==> config.mk <==
export PLATFORM = sky130hd
export DESIGN_NAME = spd_decode
export DESIGN_NICKNAME = d
export VERILOG_FILES = /design/src/verilog/spd_pkg.sv /design/src/verilog/spd_decode.sv
export SDC_FILE = /design/constraint.sdc
export NUM_CORES = 1
export LEC_CHECK = 0
export BUFFER_PORTS_ARGS = -buffer_cell sky130_fd_sc_hd__buf_4
export CORE_MARGIN = 4
export CORE_UTILIZATION = 33
export CTS_CLUSTER_DIAMETER = 50
export DETAILED_ROUTE_END_ITERATION = 8
export GPL_TIMING_DRIVEN = 0
export PLACE_DENSITY = 0.57
export RECOVER_POWER = 100
export SLEW_MARGIN = 20
export SYNTH_ARGS = -nofsm -noshare
export SYNTH_HDL_FRONTEND = slang
export SYNTH_SLANG_ARGS = --single-unit
==> constraint.sdc <==
create_clock -name clock -period 9.4 [get_ports clock]
set_input_delay 1.88 -clock clock [delete_from_list [all_inputs] [get_ports clock]]
set_output_delay 1.88 -clock clock [all_outputs]
set_load 0.05 [all_outputs]
==> src/verilog/spd_pkg.sv <==
// shared constants, command codes and carriers for the sdram pin command decoder
package spd_pkg;
    // ------------------------------------------------------------
    // widths
    // ------------------------------------------------------------
    localparam int ADDR_W  = 15;
    localparam int BANK_W  = 3;
    localparam int BANKS   = 8;
    localparam int COL_W   = 11;
    localparam int MR_NUM  = 4;

    // ------------------------------------------------------------
    // address qualifier bit positions
    // ------------------------------------------------------------
    localparam int AUTOCLOSE_SELECT_BIT   = 10;
    localparam int BURST_HALVE_SELECT_BIT = 12;
    localparam int NARROW_COL_HI_BIT      = 11;
    localparam int COL_LOW_TOP            = 9;

    // ------------------------------------------------------------
    // mode register fields used by the decoder
    // ------------------------------------------------------------
    localparam logic [1:0] MR_SEL_ZERO          = 2'h0;
    localparam logic [1:0] MR_SEL_ONE           = 2'h1;
    localparam int         MR0_BURST_LO         = 0;
    localparam int         MR0_BURST_HI         = 1;
    localparam logic [1:0] BURST_FIXED_FULL     = 2'h0;
    localparam logic [1:0] BURST_OTF            = 2'h1;
    localparam logic [1:0] BURST_FIXED_CHOP     = 2'h2;
    localparam int         MR1_TERM_STROBE_BIT  = 11;
    localparam int         MR1_RTT_B0           = 2;
    localparam int         MR1_RTT_B1           = 6;
    localparam int         MR1_RTT_B2           = 9;
    localparam logic [14:0] MR_RESET_VALUE      = 15'h0000;

    // ------------------------------------------------------------
    // burst lengths in beats, full and chopped
    // ------------------------------------------------------------
    localparam logic [3:0] BEATS_FULL  = 4'h8;
    localparam logic [3:0] BEATS_CHOP  = 4'h4;

    // ------------------------------------------------------------
    // decoded commands and power states
    // ------------------------------------------------------------
    typedef enum logic [3:0] {
        deselect_cmd, idle_cmd, mode_register_load, refresh_cmd, self_refresh_entry_cmd,
        self_refresh_exit_cmd, bank_close_cmd, all_bank_close, row_open_cmd, write_cmd,
        read_cmd, impedance_cal_long, impedance_cal_short, powerdown_entry_cmd,
        powerdown_exit_cmd
    } spd_cmd_e;

    typedef enum logic [1:0] {
        PWR_ACTIVE, PWR_PD_PRECHARGE, PWR_PD_ACTIVE, PWR_SELF_REFRESH
    } spd_pwr_e;

    // pins as seen at the command/address ball group
    typedef struct packed {
        logic              cs_n;
        logic              ras_n;
        logic              cas_n;
        logic              we_n;
        logic              cke;
        logic              termination_enable_input;
        logic [BANK_W-1:0] bank;
        logic [ADDR_W-1:0] addr;
    } spd_pins_s;

    // one decoded command handed to the array side
    typedef struct packed {
        spd_cmd_e          cmd;
        logic [BANK_W-1:0] bank;
        logic [ADDR_W-1:0] row;
        logic [COL_W-1:0]  col;
        logic              autoclose;
        logic              chopped;
        logic [1:0]        mr_sel;
    } spd_cmd_s;
endpackage

==> src/verilog/spd_decode.sv <==
// command and pin-function decoder with two-entry output buffer
`timescale 1ns/1ps
module spd_decode (
    // clock and reset
    input  wire logic              clock,
    input  wire logic              resetn,
    // command/address pins and organisation strap
    input  wire spd_pkg::spd_pins_s pins,
    input  wire logic              org_wide,
    // write data beat: mask sampled with each beat
    input  wire logic              wr_beat_valid,
    input  wire logic              write_mask,
    // decoded command stream
    output logic                   cmd_valid,
    input  wire logic              cmd_ready,
    output spd_pkg::spd_cmd_s      cmd_out,
    output logic                   cmd_accept_ready,
    // array write strobe
    output logic                   array_write_en,
    // strobe and pin functions
    output logic                   strobe_oe,
    output logic                   termination_on,
    output logic                   termination_strobe,
    // input buffer enables and power state
    output logic                   clk_buf_en,
    output logic                   term_buf_en,
    output logic                   cmd_buf_en,
    output spd_pkg::spd_pwr_e      power_state,
    output logic [spd_pkg::BANKS-1:0] bank_open
);
    import spd_pkg::*;

    // ------------------------------------------------------------
    // input capture
    // ------------------------------------------------------------
    spd_pins_s pins_m_q;
    spd_pins_s pins_q;
    logic      cke_prev_q;
    logic      org_m_q;
    logic      org_q;
    logic      beat_m_q;
    logic      beat_q;
    logic      mask_m_q;
    logic      mask_q;

    // two flops on every pin before decode; the whole bundle moves together
    always_ff @(posedge clock or negedge resetn) begin
        if (!resetn) begin
            pins_m_q   <= '{cs_n: 1'b1, ras_n: 1'b1, cas_n: 1'b1, we_n: 1'b1, default: '0};
            pins_q     <= '{cs_n: 1'b1, ras_n: 1'b1, cas_n: 1'b1, we_n: 1'b1, default: '0};
            cke_prev_q <= 1'b0;
        end else begin
            pins_m_q   <= pins;
            pins_q     <= pins_m_q;
            cke_prev_q <= pins_q.cke;
        end
    end

    // strap and data-side sampling
    always_ff @(posedge clock or negedge resetn) begin
        if (!resetn) begin
            org_m_q  <= 1'b0;
            org_q    <= 1'b0;
            beat_m_q <= 1'b0;
            beat_q   <= 1'b0;
            mask_m_q <= 1'b0;
            mask_q   <= 1'b0;
        end else begin
            org_m_q  <= org_wide;
            org_q    <= org_m_q;
            beat_m_q <= wr_beat_valid;
            beat_q   <= beat_m_q;
            mask_m_q <= write_mask;
            mask_q   <= mask_m_q;
        end
    end

    // ------------------------------------------------------------
    // mode registers
    // ------------------------------------------------------------
    logic [ADDR_W-1:0] mode_reg_q [MR_NUM];
    logic [ADDR_W-1:0] mode_register_one;
    logic [1:0]        burst_mode;
    logic              term_disabled;
    assign mode_register_one = mode_reg_q[MR_SEL_ONE];
    assign burst_mode = mode_reg_q[MR_SEL_ZERO][MR0_BURST_HI:MR0_BURST_LO];
    assign term_disabled = ~(mode_register_one[MR1_RTT_B0] | mode_register_one[MR1_RTT_B1]
                             | mode_register_one[MR1_RTT_B2]);
    // ------------------------------------------------------------
    // command decode
    // ------------------------------------------------------------
    spd_pwr_e pwr_q;
    spd_cmd_s dec;
    logic     dec_push;
    logic     is_idle_code;
    // idle code: chip deselected, or selected with all strobes high
    assign is_idle_code = pins_q.cs_n | (pins_q.ras_n & pins_q.cas_n & pins_q.we_n);

    always_comb begin
        dec           = '0;
        dec.cmd       = deselect_cmd;
        dec.bank      = pins_q.bank;
        dec.row       = pins_q.addr;
        dec.col       = {pins_q.addr[NARROW_COL_HI_BIT] & ~org_q,
                         pins_q.addr[COL_LOW_TOP:0]};
        dec.mr_sel    = pins_q.bank[1:0];
        dec.autoclose = pins_q.addr[AUTOCLOSE_SELECT_BIT];
        case (burst_mode)
            BURST_OTF:        dec.chopped = ~pins_q.addr[BURST_HALVE_SELECT_BIT];
            BURST_FIXED_CHOP: dec.chopped = 1'b1;
            default:          dec.chopped = 1'b0;
        endcase
        if (pwr_q != PWR_ACTIVE) begin
            // only an exit is heard while powered down
            if (pins_q.cke && is_idle_code) begin
                dec.cmd = (pwr_q == PWR_SELF_REFRESH) ? self_refresh_exit_cmd
                                                      : powerdown_exit_cmd;
            end else begin
                dec.cmd = deselect_cmd;
            end
        end else if (!cke_prev_q) begin
            dec.cmd = deselect_cmd;
        end else if (pins_q.cs_n) begin
            dec.cmd = pins_q.cke ? deselect_cmd : powerdown_entry_cmd;
        end else begin
            case ({pins_q.ras_n, pins_q.cas_n, pins_q.we_n})
                3'b000: dec.cmd = pins_q.cke ? mode_register_load : deselect_cmd;
                3'b001: dec.cmd = pins_q.cke ? refresh_cmd : self_refresh_entry_cmd;
                3'b010: begin
                    // precharge; a lone bank with no open row is just idle
                    if (pins_q.addr[AUTOCLOSE_SELECT_BIT]) begin
                        dec.cmd = all_bank_close;
                    end else if (bank_open[pins_q.bank]) begin
                        dec.cmd = bank_close_cmd;
                    end else begin
                        dec.cmd = idle_cmd;
                    end
                end
                3'b011: dec.cmd = row_open_cmd;
                3'b100: dec.cmd = write_cmd;
                3'b101: dec.cmd = read_cmd;
                3'b110: dec.cmd = pins_q.addr[AUTOCLOSE_SELECT_BIT]
                                  ? impedance_cal_long : impedance_cal_short;
                default: dec.cmd = pins_q.cke ? idle_cmd : powerdown_entry_cmd;
            endcase
            // only self-refresh and power-down entry are legal codes with cke dropping
            if (!pins_q.cke && !(dec.cmd inside {self_refresh_entry_cmd,
                                                 powerdown_entry_cmd})) begin
                dec.cmd = deselect_cmd;
            end
        end
    end

    // deselects carry nothing for the array, so they are not queued
    assign dec_push = (dec.cmd != deselect_cmd);

    // ------------------------------------------------------------
    // power state and bank tracking
    // ------------------------------------------------------------
    always_ff @(posedge clock or negedge resetn) begin
        if (!resetn) begin
            pwr_q <= PWR_ACTIVE;
        end else begin
            case (dec.cmd)
                self_refresh_entry_cmd: pwr_q <= PWR_SELF_REFRESH;
                powerdown_entry_cmd:    pwr_q <= (|bank_open) ? PWR_PD_ACTIVE
                                                              : PWR_PD_PRECHARGE;
                self_refresh_exit_cmd,
                powerdown_exit_cmd:     pwr_q <= PWR_ACTIVE;
                default:                pwr_q <= pwr_q;
            endcase
        end
    end

    // open-row map; auto precharge closes the bank at the command, latency ignored
    always_ff @(posedge clock or negedge resetn) begin
        if (!resetn) begin
            bank_open <= '0;
        end else begin
            case (dec.cmd)
                row_open_cmd:   bank_open[dec.bank] <= 1'b1;
                bank_close_cmd: bank_open[dec.bank] <= 1'b0;
                all_bank_close: bank_open <= '0;
                read_cmd, write_cmd: begin
                    if (dec.autoclose) begin
                        bank_open[dec.bank] <= 1'b0;
                    end
                end
                default: bank_open <= bank_open;
            endcase
        end
    end

    // mode register image, loaded from the address op-code
    always_ff @(posedge clock or negedge resetn) begin
        if (!resetn) begin
            for (int i = 0; i < MR_NUM; i++) begin
                mode_reg_q[i] <= MR_RESET_VALUE;
            end
        end else if (dec.cmd == mode_register_load) begin
            mode_reg_q[dec.mr_sel] <= pins_q.addr;
        end
    end

    // ------------------------------------------------------------
    // two-entry output buffer
    // ------------------------------------------------------------
    spd_cmd_s   buf_q [2];
    logic [1:0] count_q;
    logic       pop;
    logic       push_ok;

    assign cmd_accept_ready = (count_q != 2'h2);
    assign pop              = cmd_valid & cmd_ready;
    assign push_ok          = dec_push & (cmd_accept_ready | pop);
    assign cmd_valid        = (count_q != 2'h0);
    assign cmd_out          = buf_q[0];

    // a full buffer with no drain loses the new word; cmd_accept_ready warns first
    always_ff @(posedge clock or negedge resetn) begin
        if (!resetn) begin
            buf_q[0] <= '0;
            buf_q[1] <= '0;
            count_q  <= 2'h0;
        end else begin
            case ({push_ok, pop})
                2'b10: begin
                    buf_q[count_q[0]] <= dec;
                    count_q           <= count_q + 2'h1;
                end
                2'b01: begin
                    buf_q[0] <= buf_q[1];
                    count_q  <= count_q - 2'h1;
                end
                2'b11: begin
                    if (count_q == 2'h1) begin
                        buf_q[0] <= dec;
                    end else begin
                        buf_q[0] <= buf_q[1];
                        buf_q[1] <= dec;
                    end
                end
                default: count_q <= count_q;
            endcase
        end
    end

    // ------------------------------------------------------------
    // data side: mask, strobe direction, pin functions
    // ------------------------------------------------------------
    logic [3:0] strobe_cnt_q;
    logic       write_open_q;

    // a write window is open from the write command until the next read, precharge, self-refresh or power-down entry
    always_ff @(posedge clock or negedge resetn) begin
        if (!resetn) begin
            write_open_q <= 1'b0;
        end else if (dec.cmd == write_cmd) begin
            write_open_q <= 1'b1;
        end else if (dec.cmd inside {read_cmd, bank_close_cmd, all_bank_close,
                                     self_refresh_entry_cmd, powerdown_entry_cmd}) begin
            write_open_q <= 1'b0;
        end
    end

    // masked beats never reach the array unless termination_strobe is set
    always_ff @(posedge clock or negedge resetn) begin
        if (!resetn) begin
            array_write_en <= 1'b0;
        end else begin
            array_write_en <= write_open_q & beat_q & ~(mask_q & ~termination_strobe);
        end
    end

    // device drives the strobe for half the read beats in clocks (two beats per clock)
    always_ff @(posedge clock or negedge resetn) begin
        if (!resetn) begin
            strobe_cnt_q <= 4'h0;
        end else if (dec.cmd == read_cmd) begin
            strobe_cnt_q <= (dec.chopped ? BEATS_CHOP : BEATS_FULL) >> 1;
        end else if (strobe_cnt_q != 4'h0) begin
            strobe_cnt_q <= strobe_cnt_q - 4'h1;
        end
    end

    // registered pin-function outputs
    always_ff @(posedge clock or negedge resetn) begin
        if (!resetn) begin
            strobe_oe          <= 1'b0;
            termination_on     <= 1'b0;
            termination_strobe <= 1'b0;
        end else begin
            strobe_oe          <= (strobe_cnt_q != 4'h0);
            termination_on     <= pins_q.termination_enable_input & ~term_disabled
                                  & (pwr_q != PWR_SELF_REFRESH);
            termination_strobe <= org_q & mode_register_one[MR1_TERM_STROBE_BIT];
        end
    end

    // buffer enables follow the power state
    assign clk_buf_en  = (pwr_q != PWR_SELF_REFRESH);
    assign term_buf_en = (pwr_q != PWR_SELF_REFRESH);
    assign cmd_buf_en  = (pwr_q == PWR_ACTIVE);
    assign power_state = pwr_q;

    // ------------------------------------------------------------
    // checks
    // ------------------------------------------------------------
    a_cs_masks: assert property (@(posedge clock) disable iff (!resetn)
        (pins_q.cs_n && pins_q.cke && cke_prev_q && pwr_q == PWR_ACTIVE)
        |-> dec.cmd == deselect_cmd)
        else $error("command taken while chip select high");
    a_pd_entry: assert property (@(posedge clock) disable iff (!resetn)
        (dec.cmd == powerdown_entry_cmd && bank_open == '0) |=> pwr_q == PWR_PD_PRECHARGE)
        else $error("idle power-down entry not taken");
    a_pd_active: assert property (@(posedge clock) disable iff (!resetn)
        (dec.cmd == powerdown_entry_cmd && bank_open != '0) |=> pwr_q == PWR_PD_ACTIVE)
        else $error("active power-down entry not taken");
    a_sr_buffers: assert property (@(posedge clock) disable iff (!resetn)
        pwr_q == PWR_SELF_REFRESH |-> !clk_buf_en && !term_buf_en && !cmd_buf_en)
        else $error("buffers left on in self-refresh");
    a_sr_exit: assert property (@(posedge clock) disable iff (!resetn)
        (pwr_q == PWR_SELF_REFRESH && pins_q.cke && pins_q.cs_n) |=> pwr_q == PWR_ACTIVE)
        else $error("self-refresh exit missed");
    a_mask_drop: assert property (@(posedge clock) disable iff (!resetn)
        (mask_q && !termination_strobe) |=> !array_write_en)
        else $error("masked beat written");
    // strobe is high on the second and third edges after a chopped read, low on the fourth
    a_strobe_len: assert property (@(posedge clock) disable iff (!resetn)
        (dec.cmd == read_cmd && dec.chopped) ##1 (dec.cmd != read_cmd) [*2]
        |-> strobe_oe ##1 strobe_oe ##1 !strobe_oe)
        else $error("chopped read strobe length wrong");
    a_pre_idle: assert property (@(posedge clock) disable iff (!resetn)
        (dec.cmd == idle_cmd && !pins_q.ras_n) |-> !bank_open[pins_q.bank])
        else $error("open bank precharge dropped");
    a_bank_close: assert property (@(posedge clock) disable iff (!resetn)
        dec.cmd == all_bank_close |=> bank_open == '0)
        else $error("all-bank close left a row open");
    a_mr_load: assert property (@(posedge clock) disable iff (!resetn)
        dec.cmd == mode_register_load |=> mode_reg_q[$past(dec.mr_sel)] == $past(pins_q.addr))
        else $error("mode register not loaded");
    a_term_gate: assert property (@(posedge clock) disable iff (!resetn)
        term_disabled |=> !termination_on)
        else $error("termination on while disabled");
endmodule

* Yosys cells after proc, flatten, opt, wreduce, memory -nomap -nowiden
Cells that the tools add are included.
** Word-level totals
- Flip-flop bits (word level) :: 210
- Bits in latches :: 0
- Memory bits (writable) :: 0
- ROM bits :: 0
- Bits of input ports :: 30
- Output and inout port bits :: 56
- Word-level logic and storage cells :: 181
- Memories kept :: 0
** Operators by class
- Add/sub/neg operators :: 3
- Multipliers :: 0
- Div/mod/pow operators :: 0
- $lt $le $gt $ge :: 6
- Eq/ne operators :: 29
- Shifts and indexed selects :: 0
- Multiplexer cells :: 42
- Bitwise gates (word level) :: 24
- Reductions and logical operators :: 27
** Operators with widths (count)
- 37-bit 2-to-1 mux :: 3
- 37-bit one-hot mux with 3 select lines :: 1
- 74-bit bitwise mux :: 1
- 37-bit one-hot mux with 2 select lines :: 1
- 60-bit bitwise mux :: 1
- 4-bit 2-to-1 mux :: 14
- 37-bit demux with 1-bit select :: 1
- 8-bit one-hot mux with 4 select lines :: 1
- 15-bit demux with 2-bit select :: 1
- 4-bit one-hot mux with 7 select lines :: 1
- 4-bit == test, second input constant :: 6
- 4-bit by 3-bit == test with 1-bit output, second input constant :: 5
- 15-bit 2-to-1 mux :: 1
- 2-bit nonzero test :: 7
- 3-bit 2-to-1 mux :: 4
- 4-bit nonzero test :: 3
- 1-bit AND :: 11
- 3-bit == test, second input constant :: 3
- 8-bit AND :: 1
- 2-bit == test, second input constant :: 4
- 8-bit 2-to-1 mux :: 1
- 2-bit != test, second input constant :: 4
- 8-bit inverter :: 1
- 8-bit OR :: 1
- 33 further kinds :: 54

* Longest topological paths before layout
- Depth in word-level cells :: 21
- Depth in mapped cells :: 11
- Depth with buffers taken out :: 9

* Least setup slack after synthesis
No wires, ideal clock.
- Path type :: register to output
- Start :: register pwr_q[1], in the netlist power_state[1]
- End :: output term_buf_en
- Arrival :: 1596 ps
- Data required time :: 7520 ps
- Path slack :: 5924 ps
- Stages on the path, launching flop included :: 4
- Path buffers :: 2
- Path through :: dfrtp_1 > clkbuf_1 > nand2_1 > buf_4
** Between the ends
- Word-level cells in the longest chain between the ends :: 1
** RTL lines
- from (decl) :: RTL line spd_decode.sv:92 : spd_pwr_e pwr_q;
- from (signal assigned) :: RTL line spd_decode.sv:166 : powerdown_entry_cmd: pwr_q <= (|bank_open) ? PWR_PD_ACTIVE
- from (signal assigned) :: RTL line spd_decode.sv:170 : default: pwr_q <= pwr_q;
- 2-bit != test
- to (decl) :: RTL line spd_decode.sv:26 : output logic term_buf_en,
No other way between the ends.

==> run metrics <==
mux share of post-synthesis cell area around 6.5%; IO Pins 86; GRT overflow 0; Multi-input gate area approximately 1900 µm²; ys async rst share 100%; DR WL/cell around 16 µm; initial antenna violation count 0; Yosys top cell area share a little over half; largest family of logic cells by synthesized area compound AO/OA/AOI/OAI gates; routed via count around 3900; Setup TNS 0 ps; area leader, netlist dfrtp_1; Synth cell types 61; Clock Tree Root clkbuf_16; Peak VDD IR 0.000163 V; critical path endpoint category asynchronous set/reset pin; Starting DRT DRC Count 243; critical path, cell by cell clkbuf_1; later-pin clock latency in the skew report ~420 ps; crit path max-delay cell type clkbuf_1; instance count on the critical path 1; Total Routing Usage GR 13.9%; Sequential Area ~3300 µm²; ratio of cells with drive above 1 in the final layout slightly below 20%; Worst path top cell family by delay buffers and inverters; I/O Buffers 85; warnings from Yosys 0; cts repair resizes 0; FMAX between 0.2 and 0.25 GHz; Die Wd approximately 140 µm; Worst EP arrival ~4400 ps; most common cell after layout, fill and taps aside dfrtp_1; fin worst setup slack around 4800 ps; diode count 0; Die ar. ~19000 µm²; synth-to-layout area growth 22.9%; R2R depth 10; FP Rows 47; number of flops mapped to enable cells by yosys 0; Synth area leaders dfrtp_1 54%, buf_4 5.3%, a221o_1 4.5%; Setup Slack @ Placement roughly 5700 ps; nets 626; CP Max Fanout 63; failing checks capacitance limit, slew limit; CP max stage delay ~2500 ps; clk buf depth 2; most frequent cells in the layout 122 x dfrtp_1, 81 x clkbuf_1, 48 x nand2_1, 42 x nor2_1, 39 x buf_4; vias in the first global route 3992; Mean Syn Cell Area around 12 µm²; Hold WC Path Type reg2reg; final WL ~13000 µm; Tmin final about 4600 ps; top_reg_cell synth dfrtp_1; status finished with violations; Seq/Total Area, Yosys 58.0%; Yosys reg bits 130; Setup violations, final 0; total CTS buffers 17; DR vias/cell between 4 and 5; Clock Skews about 11 ps; Die Height between 100 and 150 µm; starting density of the core about 34%; fin crit share approximately half; Fin. Hold Viols 0; RSZ-0062 raised after global routing no; pwr/cell area between 300 and 400 nW/µm²; post-synth net total 520; max-slew violations 63; Fillers roughly 1600; core area around 17000 µm²; first-pass GRT wire length 21400 µm; H-Tree Depth 4; Hold Path Stages 0; Reg clk slew, reported paths roughly 60 ps; Synth Instances around 480; Max transition margin -135%; largest net degree at the start of global routing a little under 70; antenna viol nets, final 0; Power, Total approximately 0.0025 W; xor and xnor area share after synthesis less than 1%; WP buf/inv 1; Crit path required time about 9100 ps; TritonCTS sink count 130; worst slew pin tran between 3000 and 4000 ps; drt pass-1 iters 4; Compound-Gate Fraction of Synth Area between 10% and 20%; RD Place Congestion ~0.75; Cell Area, Synth roughly 5600 µm²; Setup crit start kind primary input; Pleak just over 3 nW; DRC 0; CTS Hold Buffers Added 0; Max-cap violations 1; hpwl dp between 9000 and 10000 µm; Adder-Cell Fraction of Synth Area 1.56%; Synth Area in Simple Gates ~11%; Crit Path Class in2async; CTS tree done; postcts setup bufs 0
cell type report:
type	instances	area share [%]
Sequential cell	130	47.2
Buffer	61	5.49
Clock inverter	10	2.15
Tap cell	220	3.98
Multi-Input combinational cell	275	26.9
Timing Repair Buffer	87	6.66
Clock buffer	22	6.72
Inverter	17	0.923
state kept, by name, indices dropped and copies added, names as in the netlist, 2 cells and up:
| register | flops |
|---|---|
| mode_register_one | 4 |
| power_state | 2 |
| buf_q | 24 |
| count_q | 2 |
| bank_open | 8 |
| cmd_out | 24 |
| pins_m_q | 24 |
| dec | 18 |
| strobe_cnt_q | 4 |
| pins_q | 6 |
| burst_mode | 2 |
power breakdown:
part	internal [W]	total [W]	leakage [nW]	switching, W
sequential	0.000715	0.000819	1.57	0.000105
combinational	0.000325	0.000993	1.24	0.000668
clock	0.000434	0.000680	0.292	0.000247
layer usage:
layer	track usage, %	vias up	part of all wire, %
met5	0	-	0
met4	4.37	0	0.87
met3	3.87	8	3.7
met2	22.8	68	51
met1	18.0	1908	45
li1	-	1885	-
through the flow:
step                std cells  util (%)  hold slack [ps]  instance area, µm²
CTS                       821      43.2              345                7190
detailed placement        789      39.5              335                6580
global route              822      41.5              345                6910
finish                    822      41.5              341                6910
global placement          788      39.3              331                6540
floorplan                 483         -              331                5620
worst paths after layout:
| path | end | slack (ps) | from |
|---|---|---|---|
| worst max-delay path | pins_m_q[7] | 4770 | resetn |
| worst min-delay path | dec[3] | 340 | pins_m_q[10] |
| worst max register to register | cmd_out[33] | 4810 | dec[0] |
| worst min register to register | dec[3] | 340 | pins_m_q[10] |
| max in group clock | cmd_out[33] | 4810 | dec[0] |
| min in group asynchronous | pins_m_q[12] | 2670 | resetn |
logic make-up after synthesis:
| logic type | Yosys count |
|---|---|
| AOI/OAI and AO/OA | 99 |
| xor gates and xnor gates | 5 |
| adders and majority gates | 7 |
| buffers and inverters | 78 |
| DFF | 130 |
| muxes | 31 |
| and+or+nand+nor | 133 |
synthesized netlist by cell type (2+ instances only):
cell type  instances
buf_4             40
inv_1             17
xor2_1             3
and2_1             6
o21ai_0            7
nor4_1             4
xnor2_1            2
nand3_1            5
ha_1               7
o2bb2ai_1          4
mux2_1            20
nand2_1           48
and3_1             2
mux4_2             2
o211a_1            2
mux2_2             5
buf_2              3
nor2b_1            4
a31oi_1            7
clkbuf_1          15
dfrtp_1          122
a221o_1           25
nor2_1            42
o22ai_1            3
or3_1              2
buf_6              3
a21oi_1           18
o31ai_1            2
nand2b_1           3
nor3_1             5
o21ai_1           10
mux2i_1            4
nor4b_1            2
nand4_1            2
a32oi_1            2
o311a_1            2
or3b_2             2
dfstp_2            8
(Power assumes the default switching activity.)
